**src/inc/lan_glue_pkg.sv**
```systemverilog
// Shared constants for the host bus to LAN controller glue block
package lan_glue_pkg;

	// Operating modes, op_config[1] selects family, op_config[0] width
	localparam logic [1:0] MODE_SINGLE_8 = 2'h0;
	localparam logic [1:0] MODE_SINGLE_16 = 2'h1;
	localparam logic [1:0] MODE_SPLIT_8 = 2'h2;
	localparam logic [1:0] MODE_SPLIT_16 = 2'h3;
	localparam int MODE_WIDE_BIT = 0;
	localparam int MODE_SPLIT_BIT = 1;

	// Block offsets inside the 32-byte I/O window
	localparam logic [4:0] OFF_DATA_PORT = 5'h10;
	localparam logic [4:0] OFF_NODE_ID = 5'h18;
	localparam int IO_BLOCK_LSB = 5;
	localparam int IO_BLOCK_MSB = 9;

	// Boot ROM: 16 KB windows from 0xC4000, code 7 turns decoding off
	localparam int BOOT_PAGE_LSB = 14;
	localparam logic [5:0] BOOT_FIRST_PAGE = 6'h31;
	localparam logic [2:0] BOOT_CFG_OFF = 3'h7;

	// Buffer address bus pins that double as strobes in wide split mode
	localparam int BA_ROW1 = 0;
	localparam int BA_COL = 1;
	localparam int BA_WR_EN = 2;
	localparam int BA_HI_BYTE = 3;

	// Select classes produced by the offset mapper
	typedef enum logic [1:0] {
		SEL_REG = 2'h0,
		SEL_DATA = 2'h1,
		SEL_NODE_ID = 2'h3
	} sel_kind_e;

	// I/O block base, address bits 9:5, per io_base_cfg code
	function automatic logic [4:0] io_block_base(input logic [2:0] cfg);
		logic [4:0] base;
		base = 5'h13;
		unique case (cfg)
			3'h0: base = 5'h13;
			3'h1: base = 5'h14;
			3'h2: base = 5'h15;
			3'h3: base = 5'h17;
			3'h4: base = 5'h18;
			3'h5: base = 5'h19;
			3'h6: base = 5'h1C;
			3'h7: base = 5'h1F;
		endcase
		return base;
	endfunction

endpackage

```
**src/core/lan_glue_top.sv**
```systemverilog
// Host bus to LAN controller glue: decode, strobes, ready, SRAM control
//
// How it works
// - Read strobe for valid reads of boot ROM, node ID ROM or controller.
// - Write strobe only for valid I/O writes to the controller.
// - Reset out on bus reset or on writes to offsets 0x18-0x1F.
// - Fast/wide output: zero wait in 8-bit modes, 16-bit size in wide.
// - Low transceiver drives host on reads, local side on controller writes.
// - Wide modes enable external upper-byte transceiver; board sets direction.
// - Host interrupt follows either controller interrupt input.
// - Split family uses both interrupts; single family only one.
// - Wait released only after controller done; copies may be tied.
// - Low four address bits latched to controller, remapped per offset.
// - op_config selects family and width of operation.
// - Boot code n places 16 KB window at 0xC4000+n*0x4000; 7 disables.
// - io_base_cfg picks one of eight 32-byte I/O block bases.
// - Offsets 0x00-0x0F select registers, nibble passes unchanged.
// - Single family: 0x10-0x17 select registers with 8,9,A,B,8,9,8,9.
// - Split family: 0x10-0x17 select data port with width remap.
// - Offsets 0x18-0x1F select node ID ROM, nibble 8 through F.
// - Narrow split mode latches buffer address on row strobe 0.
// - Wide split mode drives external row address latch strobe.
// - Wide split mode makes byte write enables from column and write.
// - Wide split mode merges both row strobes onto one output.
// - Wide mode passes high byte enable, held while done is low.
// - Boot select only while access lies in the chosen window.
// - Wait pulled low at decoded controller I/O start, released on done.
// - Strobes assert on bus clock rise, negate at host strobe end.
`timescale 1ns/10ps
module lan_glue_top (
	input wire logic i_sys_clk,
	input wire logic i_rstn,
	input wire logic i_bus_clk,
	input wire logic [19:0] i_host_addr,
	input wire logic i_aen,
	input wire logic i_ior_n,
	input wire logic i_iow_n,
	input wire logic i_smemr_n,
	input wire logic i_dmack_n,
	input wire logic i_bus_reset_in,
	input wire logic [1:0] i_op_config,
	input wire logic [2:0] i_boot_base_cfg,
	input wire logic [2:0] i_io_base_cfg,
	input wire logic i_rx_irq_in_n,
	input wire logic i_tx_or_any_irq_in_n,
	input wire logic i_ctrl_done_n,
	input wire logic [6:0] i_buf_addr_mux,
	input wire logic i_row_strobe0_n,
	input wire logic [7:0] i_host_data_lo,
	output logic [7:0] o_host_data_lo,
	output logic o_host_data_lo_oe,
	input wire logic [7:0] i_local_data,
	output logic [7:0] o_local_data,
	output logic o_local_data_oe,
	output logic o_ctrl_rd_strobe_n,
	output logic o_ctrl_wr_strobe_n,
	output logic o_ctrl_reset,
	output logic o_fast_or_wide_n,
	output logic o_fast_or_wide_n_oe,
	output logic o_bus_wait_release,
	output logic o_bus_wait_release_oe,
	output logic o_irq_req,
	output logic o_irq_req_oe,
	output logic [3:0] o_ctrl_addr_lo,
	output logic o_reg_or_chip_sel_n,
	output logic o_data_port_sel_n,
	output logic o_boot_mem_sel_n,
	output logic o_node_id_mem_sel_n,
	output logic o_hi_xcvr_oe_n,
	output logic [6:0] o_buf_addr_held,
	output logic o_row_latch_stb,
	output logic o_sram_wr_lo_n,
	output logic o_sram_wr_hi_n,
	output logic o_ctrl_hi_byte_en_n,
	output logic o_any_row_strobe_n
);
	import lan_glue_pkg::*;
	typedef enum logic [1:0] {
		CYC_IDLE = 2'b00, CYC_WAIT = 2'b01, CYC_DONE = 2'b11
	} cycle_e;

	////////////////////////////////////////////////////////////////////
	// Pin synchronisation
	localparam int SYNC_W = 62;
	// Synchroniser resets to each pin's idle level, so release shows no
	// false strobe or interrupt; bus reset reads asserted until synced
	localparam logic [SYNC_W-1:0] SYNC_IDLE = {20'h00000, 5'h1F, 1'b1,
		1'b0, 3'h7, 7'h7F, 1'b1, 8'h00, 8'h00, 2'h0, 3'h0, 3'h0};
	logic [SYNC_W-1:0] raw_pins, sync_pins;
	logic [19:0] addr_s;
	logic aen_s, ior_n_s, iow_n_s, smemr_n_s, dmack_n_s, bus_reset_s;
	logic bus_clk_s, rx_irq_n_s, tx_irq_n_s, done_n_s, row_strobe0_n_n_s;
	logic [6:0] ba_s;
	logic [7:0] host_data_s, local_data_s;
	logic [1:0] mode_s;
	logic [2:0] boot_cfg_s, io_cfg_s;

	assign raw_pins = {i_host_addr, i_aen, i_ior_n, i_iow_n, i_smemr_n,
		i_dmack_n, i_bus_reset_in, i_bus_clk, i_rx_irq_in_n,
		i_tx_or_any_irq_in_n, i_ctrl_done_n, i_buf_addr_mux,
		i_row_strobe0_n, i_host_data_lo, i_local_data, i_op_config,
		i_boot_base_cfg, i_io_base_cfg};

	sync2 #(
		.WIDTH(SYNC_W),
		.RESET_VAL(SYNC_IDLE)
	) u_sync (
		.i_sys_clk(i_sys_clk),
		.i_rstn(i_rstn),
		.i_async(raw_pins),
		.o_sync(sync_pins)
	);

	assign {addr_s, aen_s, ior_n_s, iow_n_s, smemr_n_s, dmack_n_s,
		bus_reset_s, bus_clk_s, rx_irq_n_s, tx_irq_n_s, done_n_s, ba_s,
		row_strobe0_n_n_s, host_data_s, local_data_s, mode_s, boot_cfg_s,
		io_cfg_s} = sync_pins;

	////////////////////////////////////////////////////////////////////
	// Address decode
	logic wide_mode, split_mode, io_hit, io_rd, io_wr, to_ctrl;
	logic boot_hit, boot_rd;
	logic [5:0] boot_page;
	sel_kind_e map_sel;
	logic [3:0] map_addr_lo;

	assign wide_mode = mode_s[MODE_WIDE_BIT];
	assign split_mode = mode_s[MODE_SPLIT_BIT];

	assign io_hit = !aen_s && dmack_n_s &&
		(addr_s[IO_BLOCK_MSB:IO_BLOCK_LSB] == io_block_base(io_cfg_s));
	assign io_rd = io_hit && !ior_n_s;
	assign io_wr = io_hit && !iow_n_s;
	assign to_ctrl = (addr_s[4:0] < OFF_NODE_ID);

	assign boot_page = BOOT_FIRST_PAGE + {3'h0, boot_cfg_s};
	assign boot_hit = (boot_cfg_s != BOOT_CFG_OFF) &&
		(addr_s[19:BOOT_PAGE_LSB] == boot_page);
	assign boot_rd = boot_hit && !smemr_n_s;

	offset_mapper u_map (
		.i_mode(mode_s),
		.i_offset(addr_s[4:0]),
		.o_sel(map_sel),
		.o_addr_lo(map_addr_lo)
	);
	always_ff @(posedge i_sys_clk or negedge i_rstn) begin
		if (!i_rstn) begin
			o_ctrl_addr_lo <= 4'h0;
		end else if (io_hit) begin
			o_ctrl_addr_lo <= map_addr_lo;
		end
	end
	always_ff @(posedge i_sys_clk or negedge i_rstn) begin
		if (!i_rstn) begin
			o_reg_or_chip_sel_n <= 1'b1;
			o_data_port_sel_n <= 1'b1;
			o_node_id_mem_sel_n <= 1'b1;
			o_boot_mem_sel_n <= 1'b1;
		end else begin
			o_reg_or_chip_sel_n <= !((io_rd || io_wr) && map_sel == SEL_REG);
			o_data_port_sel_n <= !((io_rd || io_wr) && map_sel == SEL_DATA);
			o_node_id_mem_sel_n <=
				!((io_rd || io_wr) && map_sel == SEL_NODE_ID);
			o_boot_mem_sel_n <= !boot_rd;
		end
	end

	////////////////////////////////////////////////////////////////////
	// Strobes and reset
	logic bus_clk_d_q, bus_clk_rise, rd_want, wr_want;
	always_ff @(posedge i_sys_clk or negedge i_rstn) begin
		if (!i_rstn) begin
			bus_clk_d_q <= 1'b0;
		end else begin
			bus_clk_d_q <= bus_clk_s;
		end
	end
	assign bus_clk_rise = bus_clk_s && !bus_clk_d_q;
	assign rd_want = io_rd || boot_rd;
	assign wr_want = io_wr && to_ctrl;
	// assert on bus clock rise, drop with host strobe
	always_ff @(posedge i_sys_clk or negedge i_rstn) begin
		if (!i_rstn) begin
			o_ctrl_rd_strobe_n <= 1'b1;
			o_ctrl_wr_strobe_n <= 1'b1;
		end else begin
			if (!rd_want) begin
				o_ctrl_rd_strobe_n <= 1'b1;
			end else if (bus_clk_rise) begin
				o_ctrl_rd_strobe_n <= 1'b0;
			end
			if (!wr_want) begin
				o_ctrl_wr_strobe_n <= 1'b1;
			end else if (bus_clk_rise) begin
				o_ctrl_wr_strobe_n <= 1'b0;
			end
		end
	end
	// bus reset or node ID write
	always_ff @(posedge i_sys_clk or negedge i_rstn) begin
		if (!i_rstn) begin
			o_ctrl_reset <= 1'b1;
		end else begin
			o_ctrl_reset <= bus_reset_s || (io_wr && !to_ctrl);
		end
	end

	////////////////////////////////////////////////////////////////////
	// Cycle tracking and ready
	cycle_e cyc_q;
	logic strobe_any;
	assign strobe_any = io_rd || io_wr;

	// wait from decoded controller start until done
	always_ff @(posedge i_sys_clk or negedge i_rstn) begin
		if (!i_rstn) begin
			cyc_q <= CYC_IDLE;
		end else begin
			unique case (cyc_q)
				CYC_IDLE: begin
					// Node ID ROM has no done handshake, so skip waiting
					if (strobe_any) begin
						cyc_q <= to_ctrl ? CYC_WAIT : CYC_DONE;
					end
				end
				CYC_WAIT: begin
					if (!strobe_any) begin
						cyc_q <= CYC_IDLE;
					end else if (!done_n_s) begin
						cyc_q <= CYC_DONE;
					end
				end
				CYC_DONE: begin
					if (!strobe_any) begin
						cyc_q <= CYC_IDLE;
					end
				end
				default: begin
					cyc_q <= CYC_IDLE;
				end
			endcase
		end
	end
	always_ff @(posedge i_sys_clk or negedge i_rstn) begin
		if (!i_rstn) begin
			o_bus_wait_release <= 1'b1;
			o_bus_wait_release_oe <= 1'b0;
		end else begin
			o_bus_wait_release <= 1'b0;
			o_bus_wait_release_oe <= strobe_any && to_ctrl &&
				(cyc_q != CYC_DONE) && done_n_s;
		end
	end
	// zero wait when narrow, channel size when wide
	always_ff @(posedge i_sys_clk or negedge i_rstn) begin
		if (!i_rstn) begin
			o_fast_or_wide_n <= 1'b1;
			o_fast_or_wide_n_oe <= 1'b0;
		end else begin
			o_fast_or_wide_n <= 1'b0;
			if (wide_mode) begin
				o_fast_or_wide_n_oe <= io_hit;
			end else if (!strobe_any) begin
				o_fast_or_wide_n_oe <= 1'b0;
			end else if (bus_clk_rise && cyc_q == CYC_DONE) begin
				o_fast_or_wide_n_oe <= 1'b1;
			end
		end
	end

	////////////////////////////////////////////////////////////////////
	// Data transceivers and interrupt
	// direction from host strobes
	always_ff @(posedge i_sys_clk or negedge i_rstn) begin
		if (!i_rstn) begin
			o_host_data_lo <= 8'h00;
			o_host_data_lo_oe <= 1'b0;
			o_local_data <= 8'h00;
			o_local_data_oe <= 1'b0;
		end else begin
			o_host_data_lo <= local_data_s;
			o_host_data_lo_oe <= rd_want;
			o_local_data <= host_data_s;
			o_local_data_oe <= wr_want;
		end
	end
	always_ff @(posedge i_sys_clk or negedge i_rstn) begin
		if (!i_rstn) begin
			o_hi_xcvr_oe_n <= 1'b1;
		end else begin
			o_hi_xcvr_oe_n <= !(wide_mode && strobe_any && to_ctrl);
		end
	end
	always_ff @(posedge i_sys_clk or negedge i_rstn) begin
		if (!i_rstn) begin
			o_irq_req <= 1'b0;
			o_irq_req_oe <= 1'b0;
		end else begin
			o_irq_req <= !tx_irq_n_s || (split_mode && !rx_irq_n_s);
			o_irq_req_oe <= !tx_irq_n_s || (split_mode && !rx_irq_n_s);
		end
	end

	////////////////////////////////////////////////////////////////////
	// Buffer SRAM control
	logic row_strobe0_n_d_q, row_any_low;
	assign row_any_low = !row_strobe0_n_n_s || !ba_s[BA_ROW1];
	always_ff @(posedge i_sys_clk or negedge i_rstn) begin
		if (!i_rstn) begin
			row_strobe0_n_d_q <= 1'b1;
		end else begin
			row_strobe0_n_d_q <= row_strobe0_n_n_s;
		end
	end
	always_ff @(posedge i_sys_clk or negedge i_rstn) begin
		if (!i_rstn) begin
			o_buf_addr_held <= 7'h00;
		end else if (mode_s == MODE_SPLIT_8 && row_strobe0_n_d_q && !row_strobe0_n_n_s) begin
			o_buf_addr_held <= ba_s;
		end
	end

	always_ff @(posedge i_sys_clk or negedge i_rstn) begin
		if (!i_rstn) begin
			o_row_latch_stb <= 1'b0;
			o_sram_wr_lo_n <= 1'b1;
			o_sram_wr_hi_n <= 1'b1;
			o_any_row_strobe_n <= 1'b1;
		end else begin
			o_row_latch_stb <= (mode_s == MODE_SPLIT_16) && row_any_low;
			o_sram_wr_lo_n <= !(mode_s == MODE_SPLIT_16 &&
				!ba_s[BA_COL] && !ba_s[BA_WR_EN]);
			o_sram_wr_hi_n <= !(mode_s == MODE_SPLIT_16 &&
				!ba_s[BA_COL] && !ba_s[BA_WR_EN]);
			o_any_row_strobe_n <= !(mode_s == MODE_SPLIT_16 && row_any_low);
		end
	end

	// high byte enable held while done low
	always_ff @(posedge i_sys_clk or negedge i_rstn) begin
		if (!i_rstn) begin
			o_ctrl_hi_byte_en_n <= 1'b1;
		end else if (!wide_mode) begin
			o_ctrl_hi_byte_en_n <= 1'b1;
		end else if (done_n_s) begin
			o_ctrl_hi_byte_en_n <= ba_s[BA_HI_BYTE];
		end
	end
endmodule

```
**src/core/offset_mapper.sv**
```systemverilog
// Maps an I/O block offset and mode to a select class and low nibble
`timescale 1ns/10ps
module offset_mapper (
	input wire logic [1:0] i_mode,
	input wire logic [4:0] i_offset,
	output lan_glue_pkg::sel_kind_e o_sel,
	output logic [3:0] o_addr_lo
);
	import lan_glue_pkg::*;

	logic [2:0] sub;

	always_comb begin
		sub = i_offset[2:0];
		o_sel = SEL_REG;
		o_addr_lo = i_offset[3:0];
		if (i_offset >= OFF_NODE_ID) begin
			o_sel = SEL_NODE_ID;
			o_addr_lo = {1'b1, sub};
		end else if (i_offset >= OFF_DATA_PORT) begin
			unique case (i_mode)
				MODE_SINGLE_8, MODE_SINGLE_16: begin
					o_sel = SEL_REG;
					o_addr_lo = (sub[2:1] == 2'h1) ?
						{3'h5, sub[0]} : {3'h4, sub[0]};
				end
				MODE_SPLIT_8: begin
					o_sel = SEL_DATA;
					o_addr_lo = (sub == 3'h1) ? 4'h0 : {1'b0, sub};
				end
				MODE_SPLIT_16: begin
					o_sel = SEL_DATA;
					o_addr_lo = (sub[2:1] == 2'h1) ?
						{1'b0, sub} : {3'h0, sub[0]};
				end
			endcase
		end
	end
endmodule

```
**src/core/sync2.sv**
```systemverilog
// Two-stage synchroniser for a bundle of asynchronous pins
`timescale 1ns/10ps
module sync2 #(
	parameter int WIDTH = 1,
	// Idle level of each pin, so reset release makes no false edge
	parameter logic [WIDTH-1:0] RESET_VAL = '0
) (
	input wire logic i_sys_clk,
	input wire logic i_rstn,
	input wire logic [WIDTH-1:0] i_async,
	output logic [WIDTH-1:0] o_sync
);
	logic [WIDTH-1:0] meta_q;

	always_ff @(posedge i_sys_clk or negedge i_rstn) begin
		if (!i_rstn) begin
			meta_q <= RESET_VAL;
			o_sync <= RESET_VAL;
		end else begin
			meta_q <= i_async;
			o_sync <= meta_q;
		end
	end
endmodule

```
**config.mk**
```make
export PLATFORM = sky130hd
export DESIGN_NAME = lan_glue_top
export DESIGN_NICKNAME = d
export VERILOG_FILES = /design/src/inc/lan_glue_pkg.sv /design/src/core/lan_glue_top.sv /design/src/core/offset_mapper.sv /design/src/core/sync2.sv
export SDC_FILE = /design/constraint.sdc
export NUM_CORES = 1
export LEC_CHECK = 0
export BUFFER_PORTS_ARGS = -buffer_cell sky130_fd_sc_hd__buf_2
export CORE_MARGIN = 10
export CORE_UTILIZATION = 26
export CTS_CLUSTER_DIAMETER = 100
export CTS_CLUSTER_SIZE = 8
export DETAILED_ROUTE_END_ITERATION = 10
export GPL_TIMING_DRIVEN = 0
export PLACE_DENSITY = 0.48
export SETUP_SLACK_MARGIN = 0.02
export SLEW_MARGIN = 15
export SYNTH_ARGS = -nofsm -noshare
export SYNTH_HDL_FRONTEND = slang
export SYNTH_SLANG_ARGS = --single-unit
```
**constraint.sdc**
```tcl
create_clock -name i_sys_clk -period 2.2 [get_ports i_sys_clk]
set_input_delay 0.22 -clock i_sys_clk [delete_from_list [all_inputs] [get_ports i_sys_clk]]
set_output_delay 0.22 -clock i_sys_clk [all_outputs]
set_load 0.005 [all_outputs]
```
Word-level counts from Yosys, hierarchy flattened
Memory sizes are Yosys's and may differ from the RTL's.
Cells that the tools add are included.
Storage, ports and cells
  output and inout port bits: 48
  logic and storage cells: 129
  register bits after elaboration: 173
  bits in read-only memories: 32
  bits of input ports: 64
  memories: 1
Operators by class
  eq/ne operators: 20
  muxes and demuxes: 23
  reductions and logical operators: 54
  add/subtract/negate cells: 1
  order comparisons: 3
Memory list
  (no name shown): depth 8, width 4, rd ports 1, clocked after memory_dff 0, write ports 0, line lan_glue_pkg.sv:40  | unique case (cfg)
Operator list (number)
  $logic_and A1 B1 Y1: 24
  $logic_not A1 Y1: 19
  $mux W2: 8
  $pmux W4 S3: 1
  $ge A5 B5 Y1 const B: 2
  $ne A2 B2 Y1 const B: 5
  $eq A2 B1 Y1 const B: 4
  $eq A2 B2 Y1 const B: 4
  $mux W1: 8
  $mux W4: 2
  $add A5 B4 Y6 const A: 1
  $eq A6 B6 Y1: 1
  $logic_not A2 Y1: 3
  $mux W3: 2
  $ne A3 B3 Y1 const B: 2
  $pmux W2 S3: 1
  $eq A5 B5 Y1: 1
  $logic_or A1 B1 Y1: 5
  $lt A5 B5 Y1 const B: 1
  $pmux W2 S2: 1
  $reduce_or A2 Y1: 2
  $eq A3 B1 Y1 const B: 1
  $ne A3 B1 Y1 const B: 1
  $reduce_and A3 Y1: 1
  $ne A2 B1 Y1 const B: 1

Logic depth before layout (Yosys ltp)
  depth after elaboration: 8
  mapped depth: 8

Modules after synthesis
From an unflattened synthesis, not the netlist that was laid out.
Unflattened totals
  cells, all modules: 266
  area total of the unflattened synthesis: 5117.4 µm²
Modules (own cells, without submodules)
  sync2: cells an instance 124, seq. area each 3145.5 µm², instances 1, area each 3145.5 µm²
  lan_glue_top: cells an instance 131, seq. area each 1242.4 µm², instances 1, area each 1886.8 µm²
  offset_mapper: cells an instance 11, seq. area each 0.0 µm², instances 1, area each 85.1 µm²

Worst setup path after synthesis
OpenSTA, ideal clock, no wires.
  kind: register to register
  start: register u_sync.o_sync[0]
  end: register o_ctrl_wr_strobe_n
  data required time: 2114 ps
  buffers on the path: 1
  setup slack: 167 ps
  library setup time: 86 ps
  period minus slack after synthesis: 2033 ps
  stages on the path, launching flop included: 9
  data arrival time: 1947 ps
  path through: dfrtp_1 -> inv_1 -> ha_1 -> inv_1 -> mux2i_1 -> xnor2_1 -> or4b_1 -> clkbuf_2 -> a2111o_1
On the way
  longest elaborated chain between the ends: 6
RTL lines
  start: declaration: line sync2.sv:11  | output logic [WIDTH-1:0] o_sync
  start signal: assignment: line sync2.sv:21  | o_sync <= meta_q;
  $mem_v2 Z8 W4 (*)
  $eq A5 B5 Y1 (*): line lan_glue_top.sv:131  | (addr_s[IO_BLOCK_MSB:IO_BLOCK_LSB] == io_block_base(io_cfg_s));
  $logic_and A1 B1 Y1 (*): line lan_glue_top.sv:130  | assign io_hit = !aen_s && dmack_n_s &&
  $logic_and A1 B1 Y1 (*): line lan_glue_top.sv:133  | assign io_wr = io_hit && !iow_n_s;
  $logic_and A1 B1 Y1 (*): line lan_glue_top.sv:181  | assign wr_want = io_wr && to_ctrl;
  $ne A2 B2 Y1 (no source line) / $mux W1 (equally long branches)
  end signal: assignment: line lan_glue_top.sv:186  | o_ctrl_wr_strobe_n <= 1'b1;
  end signal: assignment: line lan_glue_top.sv:194  | o_ctrl_wr_strobe_n <= 1'b1;
  end signal: assignment: line lan_glue_top.sv:196  | o_ctrl_wr_strobe_n <= 1'b0;
  end: declaration: line lan_glue_top.sv:56  | output logic o_ctrl_wr_strobe_n,
Every way passes the cells marked *; elsewhere a longest branch is shown, timed or not.
A chain may end at the register's enable or synchronous reset.

Worst setup path in the final report
Ends and elaborated chain as after synthesis.

==> results_dict.tcl <==
set metrics [dict create \
    status "complete, no violations" \
    cts.clk_slew.worst_paths_ns 0.07 \
    maxSlewHeadroom_pct 36.6 \
    viasPerCell 3.76 \
    seqPwrFrac_pct 48.8 \
    start_util_pct 26.3 \
    grt_pass1_wl_mm 15.5 \
    num_io_pins 112 \
    path_cells "inv_2, ha_1, inv_2, mux2i_4, xnor2_2, or4b_4, buf_6, a2111o_1" \
    gp_congestion 0.665 \
    worstMarginPinSlew_ns 0.949 \
    dr_wl_met2_mm 4.57 \
    cts.htree.levels 4 \
    wl_met1_mm 3.89 \
    clk_latency_ns 0.41 \
    cp-start-kind "register" \
    ys_seq_elements 165 \
    p_int_mw 5.29 \
    max_clock_freq_ghz 0.480 \
    vdd_ir_drop_max_uv 491 \
    finalClockSkew_ns 0.00567 \
    total_power_mw 6.79 \
    first_pass_iters 4 \
    vias 2630 \
    synth_area_leaders "dfrtp_1 60%, dfstp_2 25%, mux2_2 2.1%" \
    wl_per_cell_um 13.4 \
    root_buffer "clkbuf_16" \
    slew_viol_final 0 \
    cp.required_ns 2.53 \
    wl_met3_um 773 \
    async_flop_share_pct 100 \
    nets 520 \
    p_per_area_nw_per_um2 966 \
    cp.arrival_ns 2.41 \
    postRouteAntennaNets 0 \
    place_hpwl_mm 6.47 \
    overflow 0 \
    cts_buffer_depth 2 \
    rsz0062_at_grt "no" \
    areaGrowthSynthToFinish_pct 43.9 \
    fill_cells 1728 \
    synth.top_cells.by_count "118 x dfrtp_1, 47 x dfstp_2, 10 x inv_1, 9 x mux2_2, 8 x nand2_1" \
    total_switching_power_mw 1.49 \
    fp.dieH_um 157 \
    p_comb_share_pct 6.2 \
    hold_class "input pin to asynchronous set/reset pin" \
    core_um2 18600 \
    antenna_found_initial 2 \
    yosysWarnings 0 \
    cp_slowest_stage_delay_ns 0.53 \
    synth_cell_types 36 \
    crit_slowest_cell "or4b_4" \
    synth-edff-count 0 \
    fin_crit_ns 2.08 \
    crit_path_end_kind "register" \
    grt_pass1_vias 3017 \
    switching_share_pct 22.0 \
    grt_max_degree 92 \
    wl_mm 9.35 \
    placed_cell_area_um2 5750 \
    fin_crit_sh_pct 94.7 \
    num_rows 50 \
    finalSetupViolCount 0 \
    die_x_um 157 \
    die_area_um2 24700 \
    crit_top_cell "inv_2" \
    syn_nets 329 \
    synth_top_area_share_pct 60.5 \
    clock_sinks 165 \
    p_leak_nw 3.20 \
    clkPwrFrac_pct 45.0 \
    io_buffer_count 107 \
    worstSetupPathType "register to register" \
    multiInputGateArea_um2 637 \
    netlist.top_cell.by_area "dfrtp_1" \
    drive_above_1_share_pct 45.9 \
    drtIter0Drc 56 \
    path_max_fanout 6 \
    fin_area_um2 7020 \
    dr.max_layer_used "met5" \
    cap_violations 0 \
    synth.most_common_cell "dfrtp_1" \
    syn_inst 260 \
    finalHoldViolations 0 \
    ff_latch_area_um2 4190 \
    syn_avg_cell_area_um2 18.8 \
    ys_seq_area_share_pct 85.8 \
    grt.total_usage_pct 8.14 \
    cts_inserted_buffers 17 \
    drc 0 \
    syn_area_um2 4880 \
    synth_ff_type "dfrtp_1" \
    cts_tree "yes" \
]
## cells by family (layout without fill, tap and decap cells)
kind of cell,Yosys count,count (layout),share of synthesized area (%)
AO/OA/AOI/OAI,13,13,1.95
XOR/XNOR,8,8,1.44
adder cells (fa/ha/maj),5,5,1.28
buffers and inverters,16,220,1.64
flip-flops,165,165,85.8
multiplexers,15,15,3.31
other,1,2,0.0768
AND/OR/NAND/NOR,37,37,4.51
## cells in the final DEF (no fill, tap or decap), drive strengths merged, types with 3 or more instances in the layout
| cell type | n |
|---|---|
| nand3 | 4 |
| a21oi | 3 |
| nor2 | 4 |
| clkbuf | 19 |
| ha | 5 |
| nor3 | 6 |
| xor2 | 4 |
| bufinv | 3 |
| buf | 118 |
| inv | 17 |
| dlygate4sd3 | 59 |
| dfstp | 47 |
| xnor2 | 4 |
| clkinv | 3 |
| nand2 | 8 |
| mux2 | 9 |
| mux2i | 6 |
| dfrtp | 118 |
## path summary, 6_finish.rpt
| path | start | to | slack, ns | depth (start not counted) |
|---|---|---|---|---|
| max | u_sync.o_sync[0]$_DFF_PN0_ | o_ctrl_wr_strobe_n$_DFFE_PN1P_ | 0.12 | 8 |
| min | i_rstn | u_sync.meta_q[59]$_DFF_PN0_ | 0.34 | 2 |
| max reg2reg | u_sync.o_sync[0]$_DFF_PN0_ | o_ctrl_wr_strobe_n$_DFFE_PN1P_ | 0.12 | 8 |
| min reg2reg | u_sync.meta_q[47]$_DFF_PN0_ | u_sync.o_sync[47]$_DFF_PN0_ | 0.35 | 0 |
| max in group asynchronous | i_rstn | o_ctrl_reset$_DFF_PN1_ | 0.99 | 3 |
| min in group i_sys_clk | u_sync.meta_q[47]$_DFF_PN0_ | u_sync.o_sync[47]$_DFF_PN0_ | 0.35 | 0 |
## area by class of cell
cell class,instances,share of cell area (%)
Sequential cell,165,59.6
Timing Repair Buffer,172,17.1
Multi-Input combinational cell,79,9.07
Clock buffer,18,6.11
Tap cell,234,4.17
Clock inverter,14,2.65
Buffer,6,0.695
Inverter,10,0.534
Antenna cell,1,0.0356
## state kept, by name (all words and copies together) (netlist names), 2 cells and up
register,cells
o_ctrl_addr_lo,4
u_sync.o_sync,58
o_buf_addr_held,7
cyc_q,2
u_sync.meta_q,58
o_host_data_lo,8
o_local_data,8
## power groups by stage
stage | registers, mW | clock network, mW | logic [mW]
after floorplan | 3.36 | 0 | 0.107
final | 3.31 | 3.05 | 0.422
after global placement | 3.36 | 0 | 0.323
after CTS | 3.31 | 3.18 | 0.426
after detailed placement | 3.37 | 0 | 0.340
after global routing | 3.33 | 3.31 | 0.474
## metal layers
| layer | up-vias | global-route usage, % |
|---|---|---|
| met5 | - | 0 |
| met3 | 11 | 4.50 |
| met2 | 70 | 12.4 |
| met4 | 2 | 2.94 |
| met1 | 1311 | 9.45 |
| li1 | 1236 | - |
## worst max-delay path, delay by kind of cell, from the launching register on
family	cells	cell delay [ns]
compound gates	1	0.28
xor+xnor	1	0.13
fa+ha+maj	1	0.28
buf+inv	3	0.24
flops	1	0.39
mux	1	0.16
simple gates	1	0.53
## stage by stage
stage	utilization (%)	std cells	worst slack [ns]	setup TNS (ns)	hold WS [ns]
2_1_floorplan	-	260	0.167	0	-0.0756
3_3_place_gp	30.7	601	-1.39	-184.52	0.327
3_5_place_dp	30.9	602	-0.00550	-0.00550	0.214
4_1_cts	37.5	696	-0.0244	-0.0244	0.348
5_1_grt	37.8	699	0.0231	0	0.352
6_report	37.8	699	0.117	0	0.341
## repair_timing
action	CTS	global route
pin swaps	0	3
gates cloned	0	0
hold endpoints to repair	123	0
endpoints found under the setup margin	3	3
gates resized for setup	0	11
hold buffers	59	0
setup buffers	3	2
Power figures use the tool's default switching activity.
